`config.mk`:
```
export PLATFORM = sky130hd
export DESIGN_NAME = timer0_core
export DESIGN_NICKNAME = d
export VERILOG_FILES = /design/src/timer0_pkg.sv /design/src/tick_if.sv /design/src/timer0_tick_gen.sv /design/src/timer0_core.sv
export SDC_FILE = /design/constraint.sdc
export NUM_CORES = 1
export LEC_CHECK = 0
export BUFFER_PORTS_ARGS = -buffer_cell sky130_fd_sc_hd__buf_2
export CELL_PAD_IN_SITES_DETAIL_PLACEMENT = 1
export CELL_PAD_IN_SITES_GLOBAL_PLACEMENT = 1
export CORE_UTILIZATION = 40
export CTS_CLUSTER_DIAMETER = 40
export DETAILED_ROUTE_END_ITERATION = 6
export GPL_TIMING_DRIVEN = 0
export PLACE_DENSITY_LB_ADDON = 0.1
export SKIP_CTS_REPAIR_TIMING = 1
export SLEW_MARGIN = 5
export SYNTH_ARGS = -nofsm -noshare
export SYNTH_HDL_FRONTEND = slang
export SYNTH_SLANG_ARGS = --single-unit
```
`constraint.sdc`:
```
create_clock -name hclk -period 2.6 [get_ports hclk]
set_input_delay 0.13 -clock hclk [delete_from_list [all_inputs] [get_ports hclk]]
set_output_delay 0.13 -clock hclk [all_outputs]
set_load 0.1 [all_outputs]
```
`src/timer0_pkg.sv`:
```
// Constants and types shared by the timer counter core
`default_nettype none
package timer0_pkg;
  // Register byte offsets
  localparam logic [7:0] CONTROL_A_OFFSET = 8'h00;
  localparam logic [7:0] CONTROL_OFFSET   = 8'h04;
  localparam logic [7:0] COUNTER_OFFSET   = 8'h08;
  localparam logic [7:0] COMPARE_OFFSET   = 8'h0c;
  localparam logic [7:0] FLAG_OFFSET      = 8'h10;
  localparam logic [7:0] MASK_OFFSET      = 8'h14;
  localparam logic [7:0] ASYNC_OFFSET     = 8'h18;

  // Field positions
  localparam int OVERFLOW_BIT = 0;
  localparam int COMPARE_BIT  = 1;
  localparam int ASYNC_BIT    = 0;

  // Counter landmarks and reset values
  localparam logic [7:0] BOTTOM_VALUE  = 8'h00;
  localparam logic [7:0] MAX_VALUE     = 8'hff;
  localparam logic [7:0] COUNTER_RESET = 8'h00;
  localparam logic [7:0] COMPARE_RESET = 8'h00;
  localparam logic [2:0] SELECT_RESET  = 3'h0;
  localparam logic [1:0] FLAG_RESET    = 2'h0;
  localparam logic [1:0] MASK_RESET    = 2'h0;

  // Prescaler masks per clock source select code; code 0 is stopped
  localparam logic [7:0][9:0] PRESCALE_MASK = {
    10'h3ff, 10'h0ff, 10'h07f, 10'h03f, 10'h01f, 10'h007, 10'h000, 10'h000
  };

  typedef enum logic [1:0] {
    MODE_NORMAL    = 2'h0,
    MODE_PHASE_PWM = 2'h1,
    MODE_CTC       = 2'h2,
    MODE_FAST_PWM  = 2'h3
  } waveform_mode_t;
endpackage : timer0_pkg
`default_nettype wire

```
`src/tick_if.sv`:
```
// Tick source control and tick strobe between core and tick generator
`default_nettype none
interface tick_if;
  logic [2:0] clock_source_select;
  logic       async_clock_select;
  logic       tick;
  modport src  (input clock_source_select, input async_clock_select, output tick);
  modport sink (output clock_source_select, output async_clock_select, input tick);
endinterface : tick_if
`default_nettype wire

```
`src/timer0_tick_gen.sv`:
```
// Timer tick generator: crystal synchroniser and 10-bit prescaler
`default_nettype none
module timer0_tick_gen (
  input  wire logic hclk,
  input  wire logic hresetn,
  input  wire logic crystal_in_pin,
  tick_if.src       ctl
);
  typedef struct packed {
    logic       xtal_meta;
    logic       xtal_sync;
    logic       xtal_prev;
    logic [9:0] prescale;
    logic       tick;
  } gen_state_t;

  gen_state_t s;
  gen_state_t next_s;
  logic       source_event;
  logic [9:0] sel_mask;

  always_comb begin
    next_s = s;
    next_s.xtal_meta = crystal_in_pin;
    next_s.xtal_sync = s.xtal_meta;
    next_s.xtal_prev = s.xtal_sync;
    sel_mask = timer0_pkg::PRESCALE_MASK[ctl.clock_source_select];
    // Crystal rising edge or every io clock
    source_event = ctl.async_clock_select ? (s.xtal_sync & ~s.xtal_prev) : 1'b1;
    next_s.tick = 1'b0;
    if (ctl.clock_source_select == 3'h0) begin
      next_s.prescale = 10'h000;
    end else if (source_event) begin
      next_s.tick     = (s.prescale & sel_mask) == sel_mask;
      next_s.prescale = s.prescale + 10'h001;
    end
  end

  always_ff @(posedge hclk or negedge hresetn) begin
    if (!hresetn) begin
      s <= '0;
    end else begin
      s <= next_s;
    end
  end

  assign ctl.tick = s.tick;
endmodule : timer0_tick_gen
`default_nettype wire

```
`src/timer0_core.sv`:
```
// Timer counter core with AHB-Lite register slave
`default_nettype none
// Operation
// - Counter and compare registers are eight bits wide.
// - Each request shows as a flag bit and is gated by its mask bit.
// - Clock source select zero stops ticks; counter stays still.
// - Ticks come from io clock, or crystal pin when async select set.
// - Active compare value is compared continuously; match sets compare flag.
// - Bottom at 0x00, max at 0xff; top is 0xff or compare by mode.
// - Each tick without a counter write does exactly one of clear, increment or decrement.
// - Counter reads and writes work whether ticks run or not.
// - Software counter write beats clear or count in the same cycle.
// - Waveform mode bits in control A choose the counting sequence.
// - Overflow flag set point depends on mode; it can raise interrupt.
// - Compare flag set on the tick after match; cleared by read or one.
// - Normal mode counts up, wraps 0xff to 0x00, overflow on wrap.
// - CTC mode clears counter on compare match; compare is top.
// - Counter write blocks compare match on the next tick, even stopped.
module timer0_core (
  input  wire logic        hclk,
  input  wire logic        hresetn,
  input  wire logic        hsel,
  input  wire logic [31:0] haddr,
  input  wire logic [1:0]  htrans,
  input  wire logic        hwrite,
  input  wire logic [2:0]  hsize,
  input  wire logic        hready,
  input  wire logic [31:0] hwdata,
  output logic      [31:0] hrdata,
  output logic             hreadyout,
  output logic             hresp,
  input  wire logic        crystal_in_pin,
  output logic             irq,
  output logic             counter_bottom,
  output logic             counter_max,
  output logic             compare_match
);
  typedef struct packed {
    logic                      wr_pend;
    logic [7:0]                wr_addr;
    logic [31:0]               rdata;
    timer0_pkg::waveform_mode_t waveform_mode;
    logic [2:0]                clock_source_select;
    logic                      async_clock_select;
    logic [7:0]                counter_value;
    logic [7:0]                compare_buffer;
    logic [7:0]                compare_value;
    logic                      count_down;
    logic                      block_match;
    logic [1:0]                flags;
    logic [1:0]                mask;
  } core_state_t;

  core_state_t s;
  core_state_t next_s;
  logic        tick;
  logic        addr_phase;
  logic        cnt_wr;
  logic        match;
  logic        count_en;
  logic [1:0]  flag_set;
  logic [1:0]  flag_clr;
  logic [31:0] rd_word;

  tick_if tick_ctl ();

  timer0_tick_gen u_tick_gen (
    .hclk           (hclk),
    .hresetn        (hresetn),
    .crystal_in_pin (crystal_in_pin),
    .ctl            (tick_ctl.src)
  );

  assign tick_ctl.clock_source_select = s.clock_source_select;
  assign tick_ctl.async_clock_select  = s.async_clock_select;
  assign tick = tick_ctl.tick;

  assign addr_phase = hsel & hready & htrans[1];
  assign cnt_wr     = s.wr_pend && (s.wr_addr == timer0_pkg::COUNTER_OFFSET);
  assign match      = s.counter_value == s.compare_value;
  assign count_en   = tick && !cnt_wr;

  always_comb begin
    next_s   = s;
    flag_set = 2'h0;
    flag_clr = 2'h0;
    rd_word  = 32'h0000_0000;

    // Address phase: latch write, capture read data
    next_s.wr_pend = addr_phase & hwrite;
    next_s.wr_addr = haddr[7:0];
    if (addr_phase && !hwrite) begin
      unique case (haddr[7:0])
        timer0_pkg::CONTROL_A_OFFSET: rd_word[1:0] = s.waveform_mode;
        timer0_pkg::CONTROL_OFFSET:   rd_word[2:0] = s.clock_source_select;
        timer0_pkg::COUNTER_OFFSET:   rd_word[7:0] = s.counter_value;
        timer0_pkg::COMPARE_OFFSET:   rd_word[7:0] = s.compare_buffer;
        timer0_pkg::FLAG_OFFSET: begin
          rd_word[1:0] = s.flags;
          flag_clr     = s.flags;
        end
        timer0_pkg::MASK_OFFSET:      rd_word[1:0] = s.mask;
        timer0_pkg::ASYNC_OFFSET:     rd_word[timer0_pkg::ASYNC_BIT] = s.async_clock_select;
        default:                      rd_word = 32'h0000_0000;
      endcase
      next_s.rdata = rd_word;
    end

    // Counting on tick unless software writes the counter
    if (tick && !cnt_wr) begin
      next_s.block_match = 1'b0;
      if (match && !s.block_match) begin
        flag_set[timer0_pkg::COMPARE_BIT] = 1'b1;
      end
      unique case (s.waveform_mode)
        timer0_pkg::MODE_NORMAL: begin
          next_s.counter_value = s.counter_value + 8'h01;
          if (s.counter_value == timer0_pkg::MAX_VALUE) begin
            flag_set[timer0_pkg::OVERFLOW_BIT] = 1'b1;
          end
        end
        timer0_pkg::MODE_CTC: begin
          if (match) begin
            next_s.counter_value = timer0_pkg::BOTTOM_VALUE;
          end else begin
            next_s.counter_value = s.counter_value + 8'h01;
          end
          if (s.counter_value == timer0_pkg::MAX_VALUE) begin
            flag_set[timer0_pkg::OVERFLOW_BIT] = 1'b1;
          end
        end
        timer0_pkg::MODE_FAST_PWM: begin
          next_s.counter_value = s.counter_value + 8'h01;
          if (s.counter_value == timer0_pkg::MAX_VALUE) begin
            flag_set[timer0_pkg::OVERFLOW_BIT] = 1'b1;
            next_s.compare_value = s.compare_buffer;
          end
        end
        timer0_pkg::MODE_PHASE_PWM: begin
          if (!s.count_down) begin
            if (s.counter_value == timer0_pkg::MAX_VALUE) begin
              next_s.count_down    = 1'b1;
              next_s.counter_value = s.counter_value - 8'h01;
              next_s.compare_value = s.compare_buffer;
            end else begin
              next_s.counter_value = s.counter_value + 8'h01;
            end
          end else if (s.counter_value == timer0_pkg::BOTTOM_VALUE) begin
            next_s.count_down    = 1'b0;
            next_s.counter_value = s.counter_value + 8'h01;
            flag_set[timer0_pkg::OVERFLOW_BIT] = 1'b1;
          end else begin
            next_s.counter_value = s.counter_value - 8'h01;
          end
        end
      endcase
    end

    // Data phase: register writes
    if (s.wr_pend) begin
      unique case (s.wr_addr)
        timer0_pkg::CONTROL_A_OFFSET: begin
          next_s.waveform_mode = timer0_pkg::waveform_mode_t'(hwdata[1:0]);
          next_s.count_down    = 1'b0;
        end
        timer0_pkg::CONTROL_OFFSET: next_s.clock_source_select = hwdata[2:0];
        timer0_pkg::COUNTER_OFFSET: begin
          next_s.counter_value = hwdata[7:0];
          next_s.block_match   = 1'b1;
        end
        timer0_pkg::COMPARE_OFFSET: begin
          next_s.compare_buffer = hwdata[7:0];
          // Buffering only in the PWM modes
          if (s.waveform_mode == timer0_pkg::MODE_NORMAL ||
              s.waveform_mode == timer0_pkg::MODE_CTC) begin
            next_s.compare_value = hwdata[7:0];
          end
        end
        timer0_pkg::FLAG_OFFSET: flag_clr = flag_clr | hwdata[1:0];
        timer0_pkg::MASK_OFFSET: next_s.mask = hwdata[1:0];
        timer0_pkg::ASYNC_OFFSET: begin
          next_s.async_clock_select = hwdata[timer0_pkg::ASYNC_BIT];
        end
        default: next_s.mask = s.mask;
      endcase
    end

    // Set wins over clear
    next_s.flags = (s.flags & ~flag_clr) | flag_set;
  end

  always_ff @(posedge hclk or negedge hresetn) begin
    if (!hresetn) begin
      s <= '{
        wr_pend:             1'b0,
        wr_addr:             8'h00,
        rdata:               32'h0000_0000,
        waveform_mode:       timer0_pkg::MODE_NORMAL,
        clock_source_select: timer0_pkg::SELECT_RESET,
        async_clock_select:  1'b0,
        counter_value:       timer0_pkg::COUNTER_RESET,
        compare_buffer:      timer0_pkg::COMPARE_RESET,
        compare_value:       timer0_pkg::COMPARE_RESET,
        count_down:          1'b0,
        block_match:         1'b0,
        flags:               timer0_pkg::FLAG_RESET,
        mask:                timer0_pkg::MASK_RESET
      };
    end else begin
      s <= next_s;
    end
  end

  assign hrdata         = s.rdata;
  assign hreadyout      = 1'b1;
  assign hresp          = 1'b0;
  assign irq            = |(s.flags & s.mask);
  assign counter_bottom = s.counter_value == timer0_pkg::BOTTOM_VALUE;
  assign counter_max    = s.counter_value == timer0_pkg::MAX_VALUE;
  assign compare_match  = match;
endmodule : timer0_core
`default_nettype wire

```
Yosys cells after proc, flatten, opt, wreduce, memory -nomap -nowiden
Memories as Yosys holds them, arrays and structs flattened.
Index checks and enable logic that the tools add are counted.
{ "op_classes": {"n_addsub": 3, "order_cmp": 1, "bitwise": 11, "reduce_logical": 22, "eq_ne": 18, "muxes": 39} }
{ "ops": {"columns": ["operator", "n"], "rows": [
  ["$mux 8", 9],
  ["$eq 8x5->1 const B", 6],
  ["$eq 8x4->1 const B", 4],
  ["$mux 10", 3],
  ["$mux 26", 1],
  ["$logic_not 8->1", 3],
  ["$pmux 8 s3", 1],
  ["$eq 8x3->1 const B", 2],
  ["$mux 16", 1],
  ["$pmux 8 s2", 1],
  ["$mux 1", 11],
  ["$mux 11", 1],
  ["$add 10x1->10 const B", 1],
  ["$and 10x10->10", 1],
  ["$eq 10x10->1", 1],
  ["$mux 2", 5],
  ["$pmux 5 s2", 1],
  ["$reduce_and 2->1", 5],
  ["$mux 9", 1],
  ["$add 8x1->8 const B", 1],
  ["$eq 8x8->1", 1],
  ["$eq 8x8->1 const B", 1],
  ["$sub 8x1->8 const B", 1],
  ["$pmux 1 s7", 1],
  ["19 further kinds", 31]
]} }
{ "word_totals": {"mem_count": 1, "reg_bits": 67, "mem_bits_ro": 80, "elab_cells": 113} }
{ "memory_table": {"columns": ["name", "depth", "width", "rd", "rd_ports_with_merged_regs", "wr", "line_no", "rtl"], "rows": [
  ["(no name shown)", 8, 10, 1, 0, 0, "timer0_tick_gen.sv:27", "sel_mask = timer0_pkg::PRESCALE_MASK[ctl.clock_source_select];"]
]} }

Logic depth before layout (Yosys ltp)
{ "logic_depth": {"ltp_word": 10, "mapped_depth": 8, "ltp_nobuf": 7} }

Hierarchy
A second synthesis with hierarchy kept.
{ "hier_totals": {"hier_cells": 395, "hier_area_um2": 4096.4} }
{ "by_module_without_submodules": {"columns": ["module", "cells_per_inst", "area_per_inst_um2", "seq_area_each_um2", "n_inst"], "rows": [
  ["timer0_core", 328, 3352.0, 1326.3, 1],
  ["timer0_tick_gen", 67, 744.5, 350.3, 1]
]} }

Least setup slack after synthesis
OpenSTA, ideal clock, no wires.
{ "synth_timing": {"kind": "flip-flop to flip-flop", "from": "register s[25] (netlist name)", "to": "register s[10] (netlist name)", "required_ps": 2482, "path_buffers": 1, "stages_incl_launch_ff": 7, "slack_ps": -486, "arrival_ps": 2968, "period_less_slack_ps": 3086, "setup_time_ps": 118, "cell_sequence": "dfrtp_1 -> buf_4 -> nand4_1 -> nor2_1 -> a32oi_2 -> a22o_1 -> a21o_1"} }
{ "synth_lines": {"columns": ["element", "line_no", "rtl"], "rows": [
  ["start, declared", "timer0_core.sv:54", "core_state_t s;"],
  ["start signal, assigned", "timer0_core.sv:194", "s <= '{"],
  ["start signal, assigned", "timer0_core.sv:210", "s <= next_s;"]
]} }

==> results by stage <==
Cells and area:
- The area growth from synthesis to layout is 18.0%.
- Registers take 1680 sq um.
- The number of nets at the end of the flow is roughly 580.
- The number of diodes is 0.
- The multi-input gate area in the final layout is approximately 2100 sq um.
- The core utilization of the finished layout is 0.489.
- The layout has roughly 1,200 filler cells.
- The finished cells cover 4800 sq um.
- The proportion of layout cells with a drive suffix above 1 is 0.243.

STA:
- The setup clock skew after layout is 0.00932 ns.
- Headroom to the max-slew limit came out at 0.312.
- The maximum clock frequency is 431 MHz.
- Setup repair after global routing left no endpoint under its margin.
- The worst hold-check slack is approximately 0.054 ns.
- Setup total negative slack on the finished layout was measured at 0 ns.
- The portion of the clock cycle consumed by the worst path in the final layout is 0.892.
- For the pin with the worst max-slew slack, the measured transition is 1.02 ns.
- After layout, the minimum clock period comes to 2.32 ns.
- The final-report hold violation count was 0.
- Setup violations remaining at the end of the flow were counted as 0.
- The number of pins with negative max-slew slack in the final report is 0.

Yosys:
- The share of synthesized area in the top cell type comes to 0.412.
- The mapped netlist covers 4070 sq um.
- Yosys mapped the design onto 61 distinct sky130hd cell types.
- The cell count after synthesis came out at 419.
- The most used flip-flop cell after synthesis is dfrtp_1.
- During synthesis, Yosys emitted a total of 0 warnings.
- The share of synthesized area occupied by flip-flops and latches is 0.412.
- By area the synthesized netlist is led by dfrtp_1 (41%), buf_4 (7.4%), mux2_2 (4.7%).
- The synthesized area per cell is 9.71 sq um.
- The leading area contributor after synthesis is dfrtp_1.
- After synthesis, the most frequently instantiated cells are dfrtp_1 (67), buf_4 (40), nor2_1 (31).
- The number of flops mapped to enable cells by yosys is 0.
- In the synthesized netlist the async set-or-reset flop fraction comes to 1.00.
- The total of flip-flops plus latches after synthesis is 67.
- Yosys instantiated no cell more often than dfrtp_1.

Route:
- After the first detailed-routing iteration, the DRC count stood at roughly 140.
- In the routed design, unresolved DRC markers number 0.
- The number of routed nets with antenna violations is 0.
- The number of detailed-routing iterations run before antenna repair is 4.
- Using the TritonRoute via totals, the vias-per-cell ratio works out to between 5 and 6.
- The overall via count from detail_route is 3,357.
- The total wirelength of the detailed-routed design is 11,500 um.
- The average routed wire per standard cell is approximately 18 um.

Die:
- The die covers between 10,000 and 15,000 sq um.
- The die is 103 um tall.
- The number of top-level pins is around 110.
- The area of the placeable core is between 9000 and 10,000 sq um.
- Measured along the x axis, the die boundary spans 103 um.
- The number of cell rows is 36.
- The initial core utilization is 0.415.

Pwr:
- Summing internal, switching and leakage power gives between 2 and 3 mW.
- Dividing total power by cell area gives a power density of 581 nW/um^2.
- Summed over all cells, the static leakage comes to 2.26 nW.
- The maximum ir drop on the vdd rail is 276 uV.

Hold path:
- The path type of the worst min-delay path is primary input to register.

Clock network:
- The number of sinks on the clock net is between 60 and 70.
- The insertion delay of the later-clocked pin in the worst-skew pair is between 0.3 and 0.4 ns.
- The tree is rooted in a clkbuf_8.
- The clock tree from TritonCTS is yes.
- The number of buffers on the longest clock path is 2.
- The CTS clock-pin slew for the worst setup and hold paths is 0.08 ns.
- In this run, CTS created clock tree buffers numbering 9.
- The H-tree depth is 3.

Global route:
- The largest net degree at the start of global routing is 68.
- Summed over all layers, the global routing overflow is 0.
- The total routing resource utilization after global routing is 0.229.
- The via count of the first global-routing pass is 3,354.
- The first-pass GRT wire length is 17,800 um.
- The number of antenna violations at the first check in global routing is 0.

Placement:
- Detailed placement ended at an HPWL of 8170 um.
- The instance area after placement is 4500 sq um.
- The port buffer count is 34.
- The routability congestion estimate from global placement is 0.852.

Worst setup path:
- The kind of start point of the critical path is a register.
- For the worst setup path, the data required time is 2.88 ns.
- The endpoint kind of the worst setup timing path is a register.
- The buffer and inverter count on the worst path is 3.
- The worst endpoint data arrival time is 2.60 ns.
- Walking the worst path, the cells encountered are inv_1 -> ha_1 -> buf_4 -> clkinv_1 -> mux2_2 -> a32oi_2 -> a22o_1 -> a21o_1.
- The worst setup path is of the register to register kind.
- The kind of cell adding the most delay to the critical path is compound AO/OA/AOI/OAI gates.
- The critical path's largest stage delay is 0.44 ns.
- On the critical path, the stage with the largest delay is an instance of a32oi_2.
- The maximum net fanout on the critical path is 9.

Run:
- The number of max-capacitance violations reported is 0.

Outcome:
- The flow ran to the end, and the final reports show no timing, DRC or antenna violations.
-- routing by layer --
| layer | global-route usage | up-vias | wire length, um |
|---|---|---|---|
| met4 | 0.0650 | 0 | 125 |
| met3 | 0.0434 | 10 | 343 |
| met2 | 0.380 | 56 | 5780 |
| met1 | 0.307 | 1690 | 5250 |
| li1 | - | 1601 | - |
| met5 | 0 | - | 0 |
-- kinds of logic after synthesis --
family / after synthesis / share of synthesized area
AO/OA/AOI/OAI: 99 / 0.169
flip-flops: 67 / 0.412
other: 2 / 0.00185
buffers and inverters: 68 / 0.103
AND/OR/NAND/NOR: 130 / 0.181
multiplexers: 21 / 0.0569
adder cells (fa/ha/maj): 8 / 0.0246
XOR/XNOR: 24 / 0.0516
-- state kept, by name, summed over array words and instances (netlist names) --
register                      count
u_tick_gen.ctl.tick               1
s                                41
hrdata                            8
tick_ctl.clock_source_select      3
u_tick_gen.next_s                 2
u_tick_gen.s                     11
tick_ctl.async_clock_select       1
-- through the flow --
step | worst slack (ns) | std cells
final | 0.280 | 635
after global routing | 0.112 | 635
after CTS | 0.290 | 625
after detailed placement | 0.320 | 610
after global placement | 0.337 | 610
after floorplan | 0.0578 | 443
-- area by class of cell --
class                      instances  share of cell area
multi-input combinational        308               0.430
sequential                        67               0.349
buffer                            49              0.0724
timing repair buffer              44              0.0568
tap                              133              0.0347
clock buffer                      10              0.0287
inverter                          19              0.0149
clock inverter                     5              0.0130
-- worst paths after layout --
check	to	slack, ns	cells after the start	from
max	s[7]	0.28	8	s[35]
min	s[17]	0.05	2	hwdata[3]
max reg2reg	s[7]	0.28	8	s[35]
min reg2reg	u_tick_gen.next_s[11]	0.36	0	u_tick_gen.next_s[12]
max in group asynchronous	s[25]	1.59	2	hresetn
min in group asynchronous	s[69]	0.45	2	hresetn
-- cells in the final DEF (no fill, tap or decap), types with 11 or more instances in the layout --
cell,netlist,routed
nand2_1,23,23
nand4_1,11,11
dfrtp_1,67,67
nor2_1,31,30
buf_2,5,38
conb_1,2,26
inv_1,18,18
buf_4,40,41
nand3_1,12,12
xnor2_1,16,16
o21ai_0,22,22
mux2_2,17,17
-- report_power, final --
| group | internal (mW) | switching (mW) |
|---|---|---|
| clock | 0.469 | 0.423 |
| combinational | 0.240 | 0.540 |
| sequential | 1.09 | 0.0324 |
| total | 1.80 | 0.995 |
Note: power is estimated with default switching activity, not from simulation.
